$ cat config.mk
export PLATFORM = sky130hd
export DESIGN_NAME = gcs_switchover
export DESIGN_NICKNAME = d
export VERILOG_FILES = /design/src/logic/gcs_pkg.sv /design/src/logic/gcs_switchover.sv
export SDC_FILE = /design/constraint.sdc
export NUM_CORES = 1
export LEC_CHECK = 0
export ABC_AREA = 1
export BUFFER_PORTS_ARGS = -buffer_cell sky130_fd_sc_hd__buf_2
export CAP_MARGIN = 20
export CORE_AREA = 10 10 55 57
export DETAILED_ROUTE_END_ITERATION = 10
export DIE_AREA = 0 0 65 67
export PLACE_DENSITY = 0.83
export SLEW_MARGIN = 0
export SYNTH_ARGS = -nofsm -noshare
export SYNTH_HDL_FRONTEND = slang
export SYNTH_SLANG_ARGS = --single-unit
$ cat constraint.sdc
create_clock -name mclk -period 3.17 [get_ports mclk]
set_input_delay 0.1585 -clock mclk [delete_from_list [all_inputs] [get_ports mclk]]
set_output_delay 0.1585 -clock mclk [all_outputs]
set_load 0.02 [all_outputs]
$ cat src/logic/gcs_pkg.sv
// shared types and constants for the glitchless clock switchover
package gcs_pkg;

   // ************************************************************
   // sequencing limits, counted in target-clock edges, and the select code of the first input
   // ************************************************************
   localparam logic [2:0] DRAIN_LIMIT = 3'h3;  // target pulses before forced low
   localparam logic [2:0] PARK_EDGES  = 3'h2;  // target falling edges held low
   localparam logic [4:0] SWITCH_MAX  = 5'h11; // whole switchover, 17 cycles
   localparam logic       SEL_FIRST   = 1'h0;  // select code of first input

   // ************************************************************
   // sequencer states, one-hot
   // ************************************************************
   typedef enum logic [2:0] {
      ST_FOLLOW = 3'h1,  // output tracks the chosen clock
      ST_DRAIN  = 3'h2,  // finish the running high phase of old clock
      ST_PARK   = 3'h4   // output parked low, waiting on new clock
   } gcs_state_t;

   // ************************************************************
   // pin group sampled from outside the mclk domain
   // ************************************************************
   typedef struct packed {
      logic firstClockInput;   // first clock source level
      logic secondClockInput;  // second clock source level
      logic sourceSelect;      // 0 first input, 1 second input
      logic lowSwingGuard0;    // first input amplitude lost
      logic lowSwingGuard1;    // second input amplitude lost
      logic startupCapPin;     // high when strapped to supply
   } gcs_pins_t;

   // ************************************************************
   // complete module state
   // ************************************************************
   typedef struct packed {
      gcs_pins_t  sync1;       // first synchroniser stage
      gcs_pins_t  sync2;       // second synchroniser stage
      logic       strapTaken;  // strap captured after reset
      logic       bypass;      // runt suppression disabled
      logic       lvl0;        // last valid level of first input
      logic       lvl1;        // last valid level of second input
      logic       cur;         // index of the clock being followed
      gcs_state_t state;       // sequencer state
      logic [2:0] cnt;         // stage edge counter
      logic       out;         // true output
      logic       outN;        // complement output
   } gcs_regs_t;

endpackage

$ cat src/logic/gcs_switchover.sv
// glitchless two-input clock selector sampled on mclk
module gcs_switchover (
   input  wire logic           mclk,
   input  wire logic           resetn,
   input  wire gcs_pkg::gcs_pins_t pins,
   output logic                clkOut,
   output logic                clkOutN
);

   // ************************************************************
   // state and helpers
   // ************************************************************
   gcs_pkg::gcs_regs_t regs_r;    // registered state
   gcs_pkg::gcs_regs_t regs_nxt;  // next state
   logic               eff0;      // guarded level of first input
   logic               eff1;      // guarded level of second input
   logic               curLvl;    // level of the followed clock
   logic               tgtRise;   // target clock rising edge
   logic               tgtFall;   // target clock falling edge

   // choose between the two inputs by index, used in both directions
   function automatic logic pick(input logic idx, input logic a,
                                 input logic b);
      begin
         pick = (idx == gcs_pkg::SEL_FIRST) ? a : b;
      end
   endfunction

   // ************************************************************
   // next-state logic
   // ************************************************************
   always_comb
   begin
      regs_nxt = regs_r;
      // two stages before any logic looks at a pin
      regs_nxt.sync1 = pins;
      regs_nxt.sync2 = regs_r.sync1;
      // a guarded input keeps its last valid level
      eff0 = regs_r.sync2.lowSwingGuard0 ? regs_r.lvl0
                                          : regs_r.sync2.firstClockInput;
      eff1 = regs_r.sync2.lowSwingGuard1 ? regs_r.lvl1
                                          : regs_r.sync2.secondClockInput;
      regs_nxt.lvl0 = eff0;
      regs_nxt.lvl1 = eff1;
      curLvl  = pick(regs_r.cur, eff0, eff1);
      tgtRise = pick(~regs_r.cur, ~regs_r.lvl0 & eff0, ~regs_r.lvl1 & eff1);
      tgtFall = pick(~regs_r.cur, regs_r.lvl0 & ~eff0, regs_r.lvl1 & ~eff1);
      // strap is read once, after reset has been released
      if (!regs_r.strapTaken)
      begin
         regs_nxt.strapTaken = 1'b1;
         regs_nxt.bypass     = regs_r.sync2.startupCapPin;
      end
      case (regs_r.state)
         gcs_pkg::ST_FOLLOW:
         begin
            regs_nxt.out = curLvl;
            if (regs_r.bypass)
            begin
               // plain multiplexer: switch at once
               regs_nxt.cur = regs_r.sync2.sourceSelect;
               regs_nxt.out = pick(regs_r.sync2.sourceSelect, eff0, eff1);
            end
            // no switch starts until the strap has been read
            else if (regs_r.strapTaken &&
                     regs_r.sync2.sourceSelect != regs_r.cur)
            begin
               regs_nxt.cnt = 3'h0;
               // a high phase in progress is finished first
               if (curLvl)
               begin
                  regs_nxt.state = gcs_pkg::ST_DRAIN;
                  regs_nxt.out   = 1'b1;
               end
               else
               begin
                  regs_nxt.state = gcs_pkg::ST_PARK;
                  regs_nxt.out   = 1'b0;
               end
            end
         end
         gcs_pkg::ST_DRAIN:
         begin
            regs_nxt.out = 1'b1;
            if (!curLvl)
            begin
               // old clock fell naturally
               regs_nxt.state = gcs_pkg::ST_PARK;
               regs_nxt.out   = 1'b0;
               regs_nxt.cnt   = 3'h0;
            end
            else if (tgtRise)
            begin
               if (regs_r.cnt == gcs_pkg::DRAIN_LIMIT - 3'h1)
               begin
                  // old clock is stuck high: force it down
                  regs_nxt.state = gcs_pkg::ST_PARK;
                  regs_nxt.out   = 1'b0;
                  regs_nxt.cnt   = 3'h0;
               end
               else
               begin
                  regs_nxt.cnt = regs_r.cnt + 3'h1;
               end
            end
         end
         gcs_pkg::ST_PARK:
         begin
            regs_nxt.out = 1'b0;
            if (tgtFall)
            begin
               // leaving on a falling edge keeps a full low phase
               if (regs_r.cnt == gcs_pkg::PARK_EDGES - 3'h1)
               begin
                  regs_nxt.state = gcs_pkg::ST_FOLLOW;
                  regs_nxt.cur   = ~regs_r.cur;
                  regs_nxt.cnt   = 3'h0;
               end
               else
               begin
                  regs_nxt.cnt = regs_r.cnt + 3'h1;
               end
            end
         end
         default:
         begin
            regs_nxt.state = gcs_pkg::ST_FOLLOW;
            regs_nxt.cnt   = 3'h0;
         end
      endcase
      regs_nxt.outN = ~regs_nxt.out;
   end

   // ************************************************************
   // state register, synchronous reset
   // ************************************************************
   always_ff @(posedge mclk)
   begin
      if (!resetn)
      begin
         regs_r       <= '0;
         regs_r.state <= gcs_pkg::ST_FOLLOW;
         regs_r.outN  <= 1'b1;
         // synchronisers keep filling, so the strap is valid at release
         regs_r.sync1 <= pins;
         regs_r.sync2 <= regs_r.sync1;
      end
      else
      begin
         regs_r <= regs_nxt;
      end
   end

   assign clkOut  = regs_r.out;
   assign clkOutN = regs_r.outN;

   // ************************************************************
   // checks
   // ************************************************************
   logic [4:0] swCnt_r;  // target falling edges during a switchover

   // counts how long a switchover lasts in target cycles
   always_ff @(posedge mclk)
   begin
      if (!resetn || regs_r.state == gcs_pkg::ST_FOLLOW)
         swCnt_r <= 5'h0;
      else if (tgtFall && swCnt_r != 5'h1f)
         swCnt_r <= swCnt_r + 5'h1;
   end
endmodule

==> summary.md <==
Based on the critical path, the design can be clocked at up to 694 MHz. The remaining antenna violation count was 0. The final-layout worst hold slack came out at 45.8 ps. Compared with the post-synthesis result, the final layout area differs by 14.1%. Wire length of the first global-routing pass: 4090 um. The logs give 0 for the count of pins over their slew limit and 3 for the number of CTS-inserted buffers. Max-cap violations in this run came to 0. The area share of the largest cell type after synthesis is 43.3%. The flow ran to the end, and the final reports show no timing, DRC or antenna violations. Ranked by total cell area, the synthesized netlist is headed by dfxtp_1, nand2_1, nand3_1. The cell family contributing the most delay on the critical path is simple AND/OR/NAND/NOR gates. The floorplan step defined a die boundary enclosing 4360 um^2. The detailed router finished its first iteration with 82 violations. STA classifies the critical path endpoint as a flop. Critical path class: reg2reg.

The layout cell share with drive strength beyond 1 is 17.8%. The clock period minus final worst setup slack is 1440 ps. The final estimated routing congestion in global placement is 0.899. The cell with the biggest individual delay on the critical path is dfxtp_1. For this run, the register share of the synthesized area comes to 43.3%. In this run the tightest slew margin relative to its limit is 77.4%. For this run, the total global-route usage over all layers was measured as 11.7%. The clock sink total was 25; the detailed placement HPWL was 1790 um.

The global-route congestion overflow total came out at 0. In this run, synthesis produced a sequential element count of 25. The synthesized netlist occupies a cell area of 1160 um^2. In this run the post-CTS setup repair buffer count came out at 0. Walking the worst path, the cells encountered are inv_2 -> nand2_1 -> nand3_1 -> nand2_1 -> nand2_2 -> nor2_4 -> nand2_2 -> nor2_1 -> nor2_1.

The number of distinct standard cells referenced by the synthesized netlist is 22. The nature of the critical path startpoint was a flop. The final layout contains 189 nets. The via-per-instance ratio is 5.26, and the maximum level of the CTS H-tree is 1. The maximum net fanout on the critical path is 9, and the antenna diode count is 0.

The logs give 985 for the via count of the first global-routing pass and 1088 for the via total after detailed routing. The logs give 59.5% for the initial core utilization and 1940 um^2 for the core outline area. Of all cell types, the one taking the most synthesized area is dfxtp_1. In the routed design, unresolved DRC markers number 0. In the synthesized netlist, the number of instances is 162. For this design the static power due to leakage is 0.618 nW. For this run, the number of Yosys warnings is 0.

Setup repair after global routing left no endpoint under its margin. The power density over cell area works out to 718 nW/um^2. Most common cell after layout, fill and taps aside: nand2_1. The tools report the final hold violation count as 0. The die is 65 um wide. STA puts the critical path data required time at 3410 ps.

The clock root buffer was clkbuf_4. The hold-critical path depth is 1. Initial antenna violation count: 0. No sink is reached through more buffers than the 2 on the longest clock path. Dividing the detail-routed wire length by the instance count gives 11.5 um. 10 I/O pins were placed.

Between clock sinks in the finished design, the worst skew comes to 5.05 ps. The floorplan has 16 rows. At the pin with the least slew margin, the transition time is 338 ps. The routed design has 2380 um of wire.

The number of stages on the worst setup path was 9. Number of optimization iterations in the first detailed-route pass: 4. For the clock latency on the worst-skew pair, the log shows 320 ps. Counting every net in the synthesized netlist gives 170. The arrival time of the worst setup path was 1680 ps; the number of cells on the worst reg-to-reg path was 9. TritonCTS built the clock tree. After clock tree synthesis, the clock-pin slew on the worst setup and hold paths is 140 ps. The sum of buffers and inverters on the critical path was 1. Entering global routing, the biggest net connects 17 pins. For the setup violation total in the final timing report, the log shows 0.

The per-instance average area after synthesis is 7.14 um^2. The delay of the slowest cell on the worst path was 520 ps; the die height was 67 um. The classification of the worst-slack hold path was in2reg.

The final cycle utilization of the critical path is 45.5%, and the worst ir drop on vdd is 0.000478 V. The top cell types in the final layout, fill and taps aside, are nand2_1, dfxtp_1, nor2_1, nand3_1, inv_1. The number of buffer cells added on primary ports came out at 9.

The tools report the setup TNS after final layout as 0 ps.
-- where the power goes --
group          leakage [nW]  total [mW]  internal [mW]  switching [mW]
combinational         0.391       0.395          0.136           0.260
clock                0.0183       0.152         0.0514           0.101
sequential            0.209       0.400          0.359          0.0411
-- worst reg2reg max path, stage by stage, from the launching register on --
cell and delay, ps:
dfxtp_1 520, inv_2 110, nand2_1 100, nand3_1 100, nand2_1 90, nand2_2 90
nor2_4 160, nand2_2 70, nor2_1 80, nor2_1 50
-- layout make-up --
class | instances | area [um^2]
clock buffers | 3 | 22.5
multi-input cells | 115 | 569
well taps | 27 | 33.8
repair buffers | 15 | 105
inverters | 21 | 78.8
flip-flops and latches | 25 | 500
clock inverters | 1 | 8.76
fillers | 160 | 623
-- cell families (layout without fill, tap and decap cells) --
| kind of cell | Yosys count | after routing | synth area share (%) |
|---|---|---|---|
| and+or+nand+nor | 96 | 96 | 40.5 |
| DFF | 25 | 25 | 43.3 |
| buffers and inverters | 22 | 40 | 7.47 |
| AOI/OAI and AO/OA | 19 | 19 | 8.77 |
-- synth_stat cells --
master	n
a21oi_1	7
a21oi_2	1
buf_4	1
dfxtp_1	25
inv_1	16
inv_2	5
nand2_1	39
nand2_2	4
nand3_1	20
nand3_2	1
nand3_4	1
nand3b_1	1
nand4_1	2
nor2_1	20
nor2_2	2
nor2_4	3
nor3_1	1
nor3_4	1
o211ai_1	1
o21ai_0	9
o21ai_1	1
or2_2	1
-- state kept, by name, summed over array words and instances, names as in the netlist, named ones only --
register / flops
regs_r: 17
regs_nxt: 6
clkOutN: 1
-- per-stage QoR --
step	utilization [%]	worst slack [ps]	instance area [um^2]	power, mW	std cells
after floorplan	-	1940	1160	0.714	162
after global placement	63.2	1830	1230	0.777	197
after detailed placement	63.2	1770	1230	0.785	197
after CTS	67.9	1750	1320	0.945	207
after global routing	67.9	1600	1320	1.02	207
final	67.9	1730	1320	0.947	207
-- final timing paths --
kind / startpoint / end / slack [ps]
worst max-delay path: regs_r[8] / regs_r[7] / 1730
worst min-delay path: resetn / regs_r[12] / 50
worst max register to register: regs_r[8] / regs_r[7] / 1730
worst min register to register: regs_nxt[15] / regs_r[15] / 340
-- what timing repair did --
item                                   in CTS  in global routing
endpoints found under the hold margin       6                  0
hold buffers                                6                  0
gates resized for setup                     0                  0
-- layer usage --
layer	track usage (%)	part of all wire, %	vias to the layer above
li1	-	-	555
met1	13.6	45	479
met2	19.7	45	49
met3	3.18	8.2	5
met4	5.08	1.6	0
met5	0	0	-
Power figures use the tool's default switching activity.
